### config.mk
export PLATFORM = sky130hd
export DESIGN_NAME = dicc_top
export DESIGN_NICKNAME = d
export VERILOG_FILES = /design/src/logic/dicc_top.v /design/src/logic/dicc_buf.v
export VERILOG_INCLUDE_DIRS = /design/src /design/src/logic
export SDC_FILE = /design/constraint.sdc
export NUM_CORES = 1
export LEC_CHECK = 0
export ABC_AREA = 1
export BUFFER_PORTS_ARGS = -buffer_cell sky130_fd_sc_hd__buf_2
export CAP_MARGIN = 5
export CELL_PAD_IN_SITES_DETAIL_PLACEMENT = 1
export CELL_PAD_IN_SITES_GLOBAL_PLACEMENT = 2
export CORE_MARGIN = 3
export CORE_UTILIZATION = 40
export CTS_CLUSTER_DIAMETER = 200
export DETAILED_ROUTE_END_ITERATION = 8
export PLACE_DENSITY_LB_ADDON = 0.05
export SLEW_MARGIN = 20
export SYNTH_ARGS = -nofsm -noshare
export SYNTH_HDL_FRONTEND = slang
export SYNTH_SLANG_ARGS = --single-unit
### constraint.sdc
create_clock -name mclk -period 3.81 [get_ports mclk]
set_clock_uncertainty 0.1 [all_clocks]
set_input_delay 0.1905 -clock mclk [delete_from_list [all_inputs] [get_ports mclk]]
set_output_delay 0.1905 -clock mclk [all_outputs]
set_load 0.01 [all_outputs]
### src/logic/dicc_defs.vh
// Constants for the converter input capture front end.
// Assumes a 50 MHz system clock; included by dicc_top.v and dicc_buf.v.
`ifndef DICC_DEFS_VH
`define DICC_DEFS_VH

// ----------------------------------------
// Data word
// ----------------------------------------
`define DICC_DW            14
`define DICC_CODE_MAX      14'h3fff
`define DICC_CODE_SPAN     15'h4000
`define DICC_BIAS_GAIN     5'h10

// ----------------------------------------
// Timing
// ----------------------------------------
`define DICC_CLK_MHZ       50
`define DICC_PD_ENTRY_NS   5000
`define DICC_PD_EXIT_US    3000
`define DICC_PD_ENTRY_CYC  ((`DICC_PD_ENTRY_NS * `DICC_CLK_MHZ) / 1000)
`define DICC_PD_EXIT_CYC   (`DICC_PD_EXIT_US * `DICC_CLK_MHZ)

// ----------------------------------------
// Power states
// ----------------------------------------
`define DICC_ST_RUN        2'h0
`define DICC_ST_ENTER      2'h1
`define DICC_ST_SLEEP      2'h2
`define DICC_ST_WAKE       2'h3

`endif

### src/logic/dicc_top.v
// Input capture and core update for a 14-bit current-steering converter.
// Assumes data pairs, sample clock pair and static pins arrive asynchronously.
`timescale 1ns/1ps
`include "dicc_defs.vh"

module dicc_top #(
	parameter W        = `DICC_DW,
	parameter PD_ENTRY = `DICC_PD_ENTRY_CYC,
	parameter PD_EXIT  = `DICC_PD_EXIT_CYC
) (
	input  wire         mclk,                        // System clock, 50 MHz
	input  wire         arst_n,                      // Async reset, active low
	input  wire [W-1:0] data_pos,                    // Positive data lines
	input  wire [W-1:0] data_neg,                    // Negative data lines
	input  wire         sample_clock_positive,       // Sample clock, sampled
	input  wire         sample_clock_negative,       // Complementary clock
	input  wire         loop_disable_input,          // High turns loop off
	input  wire         sleep_input,                 // Power-down, high active
	input  wire         bias_valid,                  // Bias code presented
	input  wire [9:0]   bias_code,                   // Bias current, units
	output reg  [W-1:0] core_code_r,                 // Word in converter core
	output reg  [W-1:0] primary_current_output,      // Primary current, LSBs
	output reg  [W-1:0] complementary_current_output,// Complement current
	output reg  [13:0]  full_scale_r,                // Full scale, bias units
	output reg          loop_enabled_r,              // Alignment loop running
	output reg          powered_r,                   // Output current active
	output reg          overrun_r                    // Word lost to stall
);
	// ----------------------------------------
	// Input synchronisers
	// ----------------------------------------
	reg [W-1:0] dp_s1_r, dp_s2_r, dn_s1_r, dn_s2_r;
	reg [1:0]   ck_s1_r, ck_s2_r;
	reg         ld_s1_r, ld_s2_r, sl_s1_r, sl_s2_r;
	reg         ck_prev_r;
	reg [W-1:0] cap_r;
	reg         cap_v_r;
	reg [1:0]   st_r;
	reg [21:0]  tmr_r;
	reg [1:0]   st_nxt;
	reg [21:0]  tmr_nxt;
	wire        ck_diff;
	wire        rise;
	wire [W-1:0] word;
	wire        b_in_ready;
	wire        b_out_valid;
	wire [W-1:0] b_out_data;

	// Two stages on every pin except bias_valid and bias_code before any logic looks at it
	always @(posedge mclk or negedge arst_n) begin
		if (!arst_n) begin
			dp_s1_r <= {W{1'b0}};
			dp_s2_r <= {W{1'b0}};
			dn_s1_r <= {W{1'b1}};
			dn_s2_r <= {W{1'b1}};
			ck_s1_r <= 2'h2;
			ck_s2_r <= 2'h2;
			ld_s1_r <= 1'b1;
			ld_s2_r <= 1'b1;
			sl_s1_r <= 1'b1;
			sl_s2_r <= 1'b1;
		end else begin
			dp_s1_r <= data_pos;
			dp_s2_r <= dp_s1_r;
			dn_s1_r <= data_neg;
			dn_s2_r <= dn_s1_r;
			ck_s1_r <= {sample_clock_negative, sample_clock_positive};
			ck_s2_r <= ck_s1_r;
			ld_s1_r <= loop_disable_input;
			ld_s2_r <= ld_s1_r;
			sl_s1_r <= sleep_input; // Async pin, resynchronised
			sl_s2_r <= sl_s1_r;
		end
	end

	// ----------------------------------------
	// Differential decode
	// ----------------------------------------
	// Positive above negative reads as one; equal lines read as zero
	function dif_bit;
		input p;
		input n;
		begin
			dif_bit = p & ~n;
		end
	endfunction

	genvar gi;
	generate
		for (gi = 0; gi < W; gi = gi + 1) begin : g_bit
			assign word[gi] = dif_bit(dp_s2_r[gi], dn_s2_r[gi]);
		end
	endgenerate

	assign ck_diff = dif_bit(ck_s2_r[0], ck_s2_r[1]);
	assign rise    = ck_diff & ~ck_prev_r;

	// ----------------------------------------
	// Capture stage
	// ----------------------------------------
	// Loop state is not consulted here, so latency never depends on it
	always @(posedge mclk or negedge arst_n) begin
		if (!arst_n) begin
			ck_prev_r <= 1'b0;
			cap_r     <= {W{1'b0}};
			cap_v_r   <= 1'b0;
			overrun_r <= 1'b0;
		end else begin
			ck_prev_r <= ck_diff;
			cap_v_r   <= 1'b0;
			if (rise) begin
				cap_r   <= word;
				cap_v_r <= 1'b1;
			end
			if (cap_v_r & ~b_in_ready) begin
				overrun_r <= 1'b1;
			end
		end
	end

	// Buffer lets the core stall without losing the captured word
	dicc_buf #(
		.W(W)
	) u_buf (
		.mclk      (mclk),
		.arst_n    (arst_n),
		.in_valid  (cap_v_r),
		.in_ready  (b_in_ready),
		.in_data   (cap_r),
		.out_valid (b_out_valid),
		.out_ready (rise),
		.out_data  (b_out_data)
	);

	// ----------------------------------------
	// Core update and output currents
	// ----------------------------------------
	// Core loads only on the following sample edge and holds otherwise
	always @(posedge mclk or negedge arst_n) begin
		if (!arst_n) begin
			core_code_r <= {W{1'b0}};
		end else if (rise & b_out_valid) begin
			core_code_r <= b_out_data;
		end
	end

	// Currents in LSB units of full scale over 16384
	always @(posedge mclk or negedge arst_n) begin
		if (!arst_n) begin
			primary_current_output       <= {W{1'b0}};
			complementary_current_output <= {W{1'b0}};
		end else if (!powered_r) begin
			primary_current_output       <= {W{1'b0}};
			complementary_current_output <= {W{1'b0}};
		end else begin
			primary_current_output       <= core_code_r;
			complementary_current_output <= `DICC_CODE_MAX - core_code_r;
		end
	end

	// Full scale tracks bias with a gain of sixteen
	always @(posedge mclk or negedge arst_n) begin
		if (!arst_n) begin
			full_scale_r <= 14'h0000;
		end else if (bias_valid) begin
			full_scale_r <= {bias_code, 4'h0};
		end
	end

	// Loop status; affects nothing on the data path
	always @(posedge mclk or negedge arst_n) begin
		if (!arst_n) begin
			loop_enabled_r <= 1'b0;
		end else begin
			loop_enabled_r <= ~ld_s2_r;
		end
	end

	// ----------------------------------------
	// Power state machine
	// ----------------------------------------
	always @* begin
		st_nxt  = st_r;
		tmr_nxt = tmr_r;
		case (st_r)
		`DICC_ST_RUN: begin
			if (sl_s2_r) begin
				st_nxt  = `DICC_ST_ENTER;
				tmr_nxt = 22'd0;
			end
		end
		`DICC_ST_ENTER: begin
			if (!sl_s2_r) begin
				st_nxt = `DICC_ST_RUN;
			end else if (tmr_r >= PD_ENTRY - 1) begin
				st_nxt = `DICC_ST_SLEEP;
			end else begin
				tmr_nxt = tmr_r + 22'd1;
			end
		end
		`DICC_ST_SLEEP: begin
			if (!sl_s2_r) begin
				st_nxt  = `DICC_ST_WAKE;
				tmr_nxt = 22'd0;
			end
		end
		`DICC_ST_WAKE: begin
			if (sl_s2_r) begin
				st_nxt = `DICC_ST_SLEEP;
			end else if (tmr_r >= PD_EXIT - 1) begin
				st_nxt = `DICC_ST_RUN;
			end else begin
				tmr_nxt = tmr_r + 22'd1;
			end
		end
		default: begin
			st_nxt = `DICC_ST_SLEEP;
		end
		endcase
	end

	// Output is cut at once on request; entry time bounds the full sleep
	always @(posedge mclk or negedge arst_n) begin
		if (!arst_n) begin
			st_r      <= `DICC_ST_SLEEP;
			tmr_r     <= 22'd0;
			powered_r <= 1'b0;
		end else begin
			st_r      <= st_nxt;
			tmr_r     <= tmr_nxt;
			powered_r <= (st_nxt == `DICC_ST_RUN) & ~sl_s2_r;
		end
	end
endmodule

### src/logic/dicc_buf.v
// Two-entry valid/ready buffer for captured words.
// Assumes one clock domain; source and sink both on mclk.
`timescale 1ns/1ps
`include "dicc_defs.vh"

module dicc_buf #(
	parameter W = `DICC_DW
) (
	input  wire         mclk,     // System clock
	input  wire         arst_n,   // Async reset, active low
	input  wire         in_valid, // Word offered
	output wire         in_ready, // Room for a word
	input  wire [W-1:0] in_data,  // Offered word
	output wire         out_valid,// Word held
	input  wire         out_ready,// Sink accepts
	output wire [W-1:0] out_data  // Oldest word
);
	reg [W-1:0] mem_r [0:1];
	reg         wp_r;
	reg         rp_r;
	reg [1:0]   cnt_r;
	wire        push;
	wire        pop;

	// ----------------------------------------
	// Handshakes
	// ----------------------------------------
	assign in_ready  = (cnt_r != 2'h2);
	assign out_valid = (cnt_r != 2'h0);
	assign out_data  = mem_r[rp_r];
	assign push      = in_valid & in_ready;
	assign pop       = out_valid & out_ready;

	// Storage written without reset; only counted entries are seen
	always @(posedge mclk) begin
		if (push) begin
			mem_r[wp_r] <= in_data;
		end
	end

	// Pointers and fill count
	always @(posedge mclk or negedge arst_n) begin
		if (!arst_n) begin
			wp_r  <= 1'b0;
			rp_r  <= 1'b0;
			cnt_r <= 2'h0;
		end else begin
			if (push) begin
				wp_r <= ~wp_r;
			end
			if (pop) begin
				rp_r <= ~rp_r;
			end
			cnt_r <= cnt_r + {1'b0, push} - {1'b0, pop};
		end
	end
endmodule

After elaboration in Yosys (flattened, before gate mapping)

Memory sizes are Yosys's and may differ from the RTL's. A register that Yosys moved wholly into a read port is not among the register bits.
Index checks and enable logic that the tools add are counted.
Widths: inputs -> output; s select.

Add/subtract/negate cells: 4
Order comparisons: 2
Equality and inequality tests: 10
Muxes and demuxes: 19
Bitwise logic cells: 41
Reduce and logical (&&, ||, !) cells: 5

Operators with widths:

| cell                   | number |
|---|---|
| $mux 22                | 6 |
| $pmux 22 s4            | 1 |
| $mux 14                | 2 |
| $add 22x1->22 const B  | 1 |
| $ge 22x18->1 const B   | 1 |
| $ge 22x8->1 const B    | 1 |
| $not 1->1              | 21 |
| $and 1x1->1            | 20 |
| $ne 2x2->1 const B     | 7 |
| $sub 14x14->14 const A | 1 |
| $mux 2                 | 6 |
| $pmux 2 s4             | 1 |
| $reduce_and 6->1       | 1 |
| $eq 2x2->1 const B     | 2 |
| $logic_not 2->1        | 2 |
| $mux 1                 | 3 |
| $add 2x1->2            | 1 |
| $eq 2x1->1 const B     | 1 |
| $reduce_bool 2->1      | 1 |
| $sub 2x1->2            | 1 |
| $logic_not 1->1        | 1 |

Bits in registers: 149
Bits in writable memories: 28
Output and inout bits: 59
Memories kept: 1

Memories:

| memory      | depth | width | read ports | clocked after Yosys merged registers in | write ports | RTL line      | text |
|---|---|---|---|---|---|---|---|
| u_buf.mem_r | 2     | 14    | 1          | 1                                       | 1           | dicc_buf.v:18 | `reg [W-1:0] mem_r [0:1];` |

Logic depth before layout (Yosys ltp)

Word-level depth: 6
Mapped depth: 13
Mapped depth without buffers: 12

Cells and area by module

From an unflattened synthesis, not the netlist that was laid out.

Cells, all modules: 616
Area, all modules: 7114.3 um^2

By module, submodules not included:

| module   | instances | cells an instance | area each (um^2) | sequential area each (um^2) |
|---|---|---|---|---|
| dicc_top | 1         | 511               | 5829.3           | 4022.6 |
| dicc_buf | 1         | 105               | 1285.0           | 940.9 |

Least setup slack after synthesis

OpenSTA, ideal clock, no wires.

Kind: flip-flop to flip-flop
Start: register ck_s2_r[1]
End: register u_buf.cnt_r[1]
Arrival: 1.903 ns
Required time: 3.631 ns
Slack: 1.727 ns
Stages on the path, launching flop included: 11
Path buffers: 2
Clock period less this slack: 2.083 ns
Cells stage by stage: dfstp_2 nor3_1 o21ai_0 inv_1 buf_2 buf_2 ha_1 inv_1 ha_1 xnor2_1 xor2_1

Cells in the longest elaborated chain, start to end: 5

Ends and longest elaborated chain:

| item                   | RTL line      | text |
|---|---|---|
| start, declared        | dicc_top.v:33 | `reg [1:0] ck_s1_r, ck_s2_r;` |
| start signal, assigned | dicc_top.v:68 | `ck_s2_r <= ck_s1_r;` |
| $not 1->1              | dicc_top.v:84 | `dif_bit = p & ~n;` |
| $and 1x1->1            | dicc_top.v:84 |  |
| $and 1x1->1            | dicc_top.v:96 | `assign rise = ck_diff & ~ck_prev_r;` |
| $and 1x1->1            | dicc_buf.v:32 | `assign pop = out_valid & out_ready;` |
| named net u_buf.pop    | dicc_buf.v:23 | `wire pop;` |
| $sub 2x1->2            | dicc_buf.v:54 | `cnt_r <= cnt_r + {1'b0, push} - {1'b0, pop};` |
| end signal, assigned   | dicc_buf.v:54 |  |
| end, declared          | dicc_buf.v:21 | `reg [1:0] cnt_r;` |

The timed path passes the listed nets, and every way through them passes these cells.
A chain may end at the register's enable or synchronous reset.

Worst setup path after layout

Start: register ck_s2_r[1]
End: register u_buf.cnt_r[1]

Cells in the longest elaborated chain, start to end: 5

Ends and longest elaborated chain:

| item        | RTL line |
|---|---|
| $not 1->1   | dicc_top.v:84 |
| $and 1x1->1 | dicc_top.v:84 |
| $and 1x1->1 | dicc_top.v:96 |
| $and 1x1->1 | dicc_buf.v:32 |
| $sub 2x1->2 | dicc_buf.v:54 |

No other way between the ends.

==> qor.yml <==
outcome: "finished clean"
final_area_um2: 8750
start_util: 0.415
num_antenna_cells: 0
final-setup-viol-count: 0
clock.fmax_mhz: 425
gp_routability_congestion: 0.794
seq_area_frac_synth: 0.709
drcViolationCount: 0
setup.worst_path.class: "flip-flop to flip-flop"
critical_path_source_type: "flip-flop"
synth.cell_area_um2: 7000
grt_antenna_before_repair: 0
timing_worst_slew_pin_value_ps: 934
io-pin-count: 104
synth.distinct_cells: 35
clock_latency_on_the_worst_skew_pair_ps: 430
crit_required_ps: 4070
finalPower_uw: 5110
layout-area-overhead-vs-synth_pct: 25.0
share_of_final_layout_standard_cells_stronger_than_drive_strength_1: 0.249
die_width_um: 138
tns_ps: 0
synth-seq-cells: 191
first_global_vias: 4883
clock_tree_root_buffer_cell: "sky130_fd_sc_hd__clkbuf_16"
grt_pass1_wl_um: 25300
clk_pin_slew_ps: 80
cap_viol_max_count: 0
critical_path.max_fanout: 30
final_core_util: 0.518
initialDrtViolationCount: 286
p_comb_frac: 0.141
vias: 4551
power.internal_uw: 3630
wl_um: 14500
numClockSinks: 191
cp-end-kind: "flip-flop"
timing.hold.worst.class: "input pin to flip-flop"
grt_usage: 0.163
share_clk_of_total_power: 0.355
place.port_buffers: 99
sequentialPowerShare: 0.504
cts.repair.resized: 0
synthCells: 608
synth_top_area_share: 0.458
p_leak_uw: 0.00410
design.core.area_um2: 16900
tritoncts: "done"
switching_power_uw: 1480
tritoncts.num_buffers: 17
cts_post_setup_buffers_inserted: 0
hold_slack_ps: 92.5
detailedRoute.firstPassIterationCount: 4
finalHoldViolCount: 0
switching_share: 0.290
worst_slew_margin_rel: 0.377
cts.path.max_buffers: 2
global_route.overflow_total: 0
pin_count_of_the_biggest_net_entering_global_routing: 121
synth_top_area_cell: "sky130_fd_sc_hd__dfrtp_1"
slew_violations: 0
detailed_place_hpwl_um: 9720
h-tree-depth: 4
die_h_um: 138
avgViaCountPerCell: 4.62
final.period_utilization: 0.618
rows: 47
synth_area_leaders: "sky130_fd_sc_hd__dfrtp_1 46%, sky130_fd_sc_hd__dfstp_2 13%, sky130_fd_sc_hd__edfxtp_1 12%"
final_antenna_net_count: 0
avgRoutedWirePerCell_um: 14.7
final_net_count: 803
mean_instance_size_in_the_synthesized_netlist_um2: 11.5
dpl_cell_area_um2: 7690
ys.warnings.count: 0
peakVddDrop_uv: 378
dieArea_um2: 19100
worst-endpoint-arrival_ps: 2610
power-per-cell-area_nw_per_um2: 585
rsz0062_at_grt: "false"
timing.final.crit_period_ps: 2350
## flip-flops by register name, indices dropped and copies added (netlist names), 14 cells and up
signal and cells:
u_buf.mem_r 28, core_code_r 14, dn_s1_r 14, cap_r 14
complementary_current_output 14, primary_current_output 14, dp_s2_r 14, tmr_r 22
dp_s1_r 14, dn_s2_r 14
## stage by stage
stage / setup WS [ps] / std cells
global route: 1260 / 986
detailed placement: 1430 / 911
CTS: 1420 / 986
global placement: 1540 / 911
floorplan: 1730 / 611
finish: 1460 / 986
## layout by cell type (no fill, tap or decap), types with 3 or more instances in the layout
master and count:
sky130_fd_sc_hd__ha_1 5, sky130_fd_sc_hd__nor3_1 3, sky130_fd_sc_hd__xnor2_1 4, sky130_fd_sc_hd__clkinv_8 4
sky130_fd_sc_hd__inv_1 56, sky130_fd_sc_hd__mux2_2 10, sky130_fd_sc_hd__dlygate4sd3_1 43, sky130_fd_sc_hd__dfstp_2 35
sky130_fd_sc_hd__inv_8 3, sky130_fd_sc_hd__o21ai_0 18, sky130_fd_sc_hd__edfxtp_1 28, sky130_fd_sc_hd__clkbuf_16 17
sky130_fd_sc_hd__nand3b_1 17, sky130_fd_sc_hd__nand3_1 29, sky130_fd_sc_hd__buf_2 98, sky130_fd_sc_hd__a21oi_1 3
sky130_fd_sc_hd__buf_4 4, sky130_fd_sc_hd__nand2_1 124, sky130_fd_sc_hd__dfrtp_1 128, sky130_fd_sc_hd__xor2_1 9
sky130_fd_sc_hd__conb_1 4, sky130_fd_sc_hd__inv_6 4, sky130_fd_sc_hd__a31oi_1 14, sky130_fd_sc_hd__nor2_1 81
## Yosys cell counts
master                       n
sky130_fd_sc_hd__inv_1      56
sky130_fd_sc_hd__buf_2       4
sky130_fd_sc_hd__dfstp_2    35
sky130_fd_sc_hd__o211ai_1    1
sky130_fd_sc_hd__or2_2       1
sky130_fd_sc_hd__nor2_1     83
sky130_fd_sc_hd__conb_1      1
sky130_fd_sc_hd__nor3_1      4
sky130_fd_sc_hd__nor3_2      1
sky130_fd_sc_hd__clkinv_1    1
sky130_fd_sc_hd__nand3_2     1
sky130_fd_sc_hd__buf_4       6
sky130_fd_sc_hd__a31oi_1    14
sky130_fd_sc_hd__or2_0       1
sky130_fd_sc_hd__mux2_2     10
sky130_fd_sc_hd__o21ai_1     1
sky130_fd_sc_hd__nand2_8     1
sky130_fd_sc_hd__nand2_1   124
sky130_fd_sc_hd__o21ai_0    18
sky130_fd_sc_hd__a21oi_1     3
sky130_fd_sc_hd__nand2_2     2
sky130_fd_sc_hd__xnor2_1     4
sky130_fd_sc_hd__and2_1      2
sky130_fd_sc_hd__nand4_1     2
sky130_fd_sc_hd__xor2_1      9
sky130_fd_sc_hd__clkbuf_2    4
sky130_fd_sc_hd__edfxtp_1   28
sky130_fd_sc_hd__clkbuf_1    8
sky130_fd_sc_hd__dfrtp_1   128
sky130_fd_sc_hd__nand3b_1   17
sky130_fd_sc_hd__nand2_4     2
sky130_fd_sc_hd__nand3_1    29
sky130_fd_sc_hd__buf_8       1
sky130_fd_sc_hd__ha_1        5
sky130_fd_sc_hd__a31o_2      1
## routing by layer
| metal | GRT usage | share of wire | up-vias |
|---|---|---|---|
| li1 | - | - | 2209 |
| met1 | 0.236 | 0.49 | 2213 |
| met2 | 0.244 | 0.45 | 120 |
| met3 | 0.0528 | 0.055 | 9 |
| met4 | 0.0359 | 0.0076 | 0 |
| met5 | 0 | 0 | - |
## path summary, 6_finish.rpt
| kind | startpoint | to | slack, ps | depth (start not counted) |
|---|---|---|---|---|
| max in group asynchronous | arst_n | complementary_current_output[13]$_DFF_PN0_ | 2390 | 3 |
| hold reg to reg | dp_s1_r[12]$_DFF_PN0_ | dp_s2_r[12]$_DFF_PN0_ | 250 | 0 |
| hold / removal | bias_valid | full_scale_r[9]$_DFFE_PN0P_ | 90 | 2 |
| min in group asynchronous | arst_n | complementary_current_output[8]$_DFF_PN0_ | 330 | 2 |
| setup / recovery | ck_s2_r[1]$_DFF_PN1_ | u_buf.cnt_r[1]$_DFF_PN0_ | 1460 | 10 |
| setup reg to reg | ck_s2_r[1]$_DFF_PN1_ | u_buf.cnt_r[1]$_DFF_PN0_ | 1460 | 10 |
## layout make-up
class,instances,area (µm²)
flip-flops and latches,191,4960
fillers,1794,8130
inverters,57,214
well taps,220,275
clock inverters,14,189
repair buffers,146,965
multi-input cells,340,1710
clock buffers,18,429
## kinds of logic after synthesis
| logic type | count (synthesis) | synth area share |
|---|---|---|
| flops | 191 | 0.709 |
| mux | 10 | 0.0161 |
| xor+xnor | 13 | 0.0163 |
| compound gates | 38 | 0.0306 |
| simple gates | 270 | 0.169 |
| buf+inv | 80 | 0.0492 |
| fa+ha+maj | 5 | 0.00894 |
| other cells | 1 | 0.000536 |
## worst max-delay path: stages, from the launching register on
cell and delay [ps]:
sky130_fd_sc_hd__dfstp_2 380, sky130_fd_sc_hd__nor3_2 160, sky130_fd_sc_hd__buf_4 280, sky130_fd_sc_hd__o21ai_0 200, sky130_fd_sc_hd__inv_1 80, sky130_fd_sc_hd__buf_4 280, sky130_fd_sc_hd__ha_1 290, sky130_fd_sc_hd__inv_1 60
sky130_fd_sc_hd__ha_1 160, sky130_fd_sc_hd__xnor2_1 130, sky130_fd_sc_hd__xor2_1 160
## what timing repair did
item | in CTS | in global routing
endpoints found under the hold margin | 125 | 0
endpoints found under the setup margin | 0 | 0
hold buffers | 43 | 0
## power by group through the flow
stage          logic (µW)  registers [µW]  clock network (µW)
6_report              721            2580                1810
5_1_grt               821            2630                1970
4_1_cts               738            2590                1870
3_5_place_dp          702            2620                   0
3_3_place_gp          670            2600                   0
2_1_floorplan         312            2640                   0
Power figures use the tool's default switching activity.
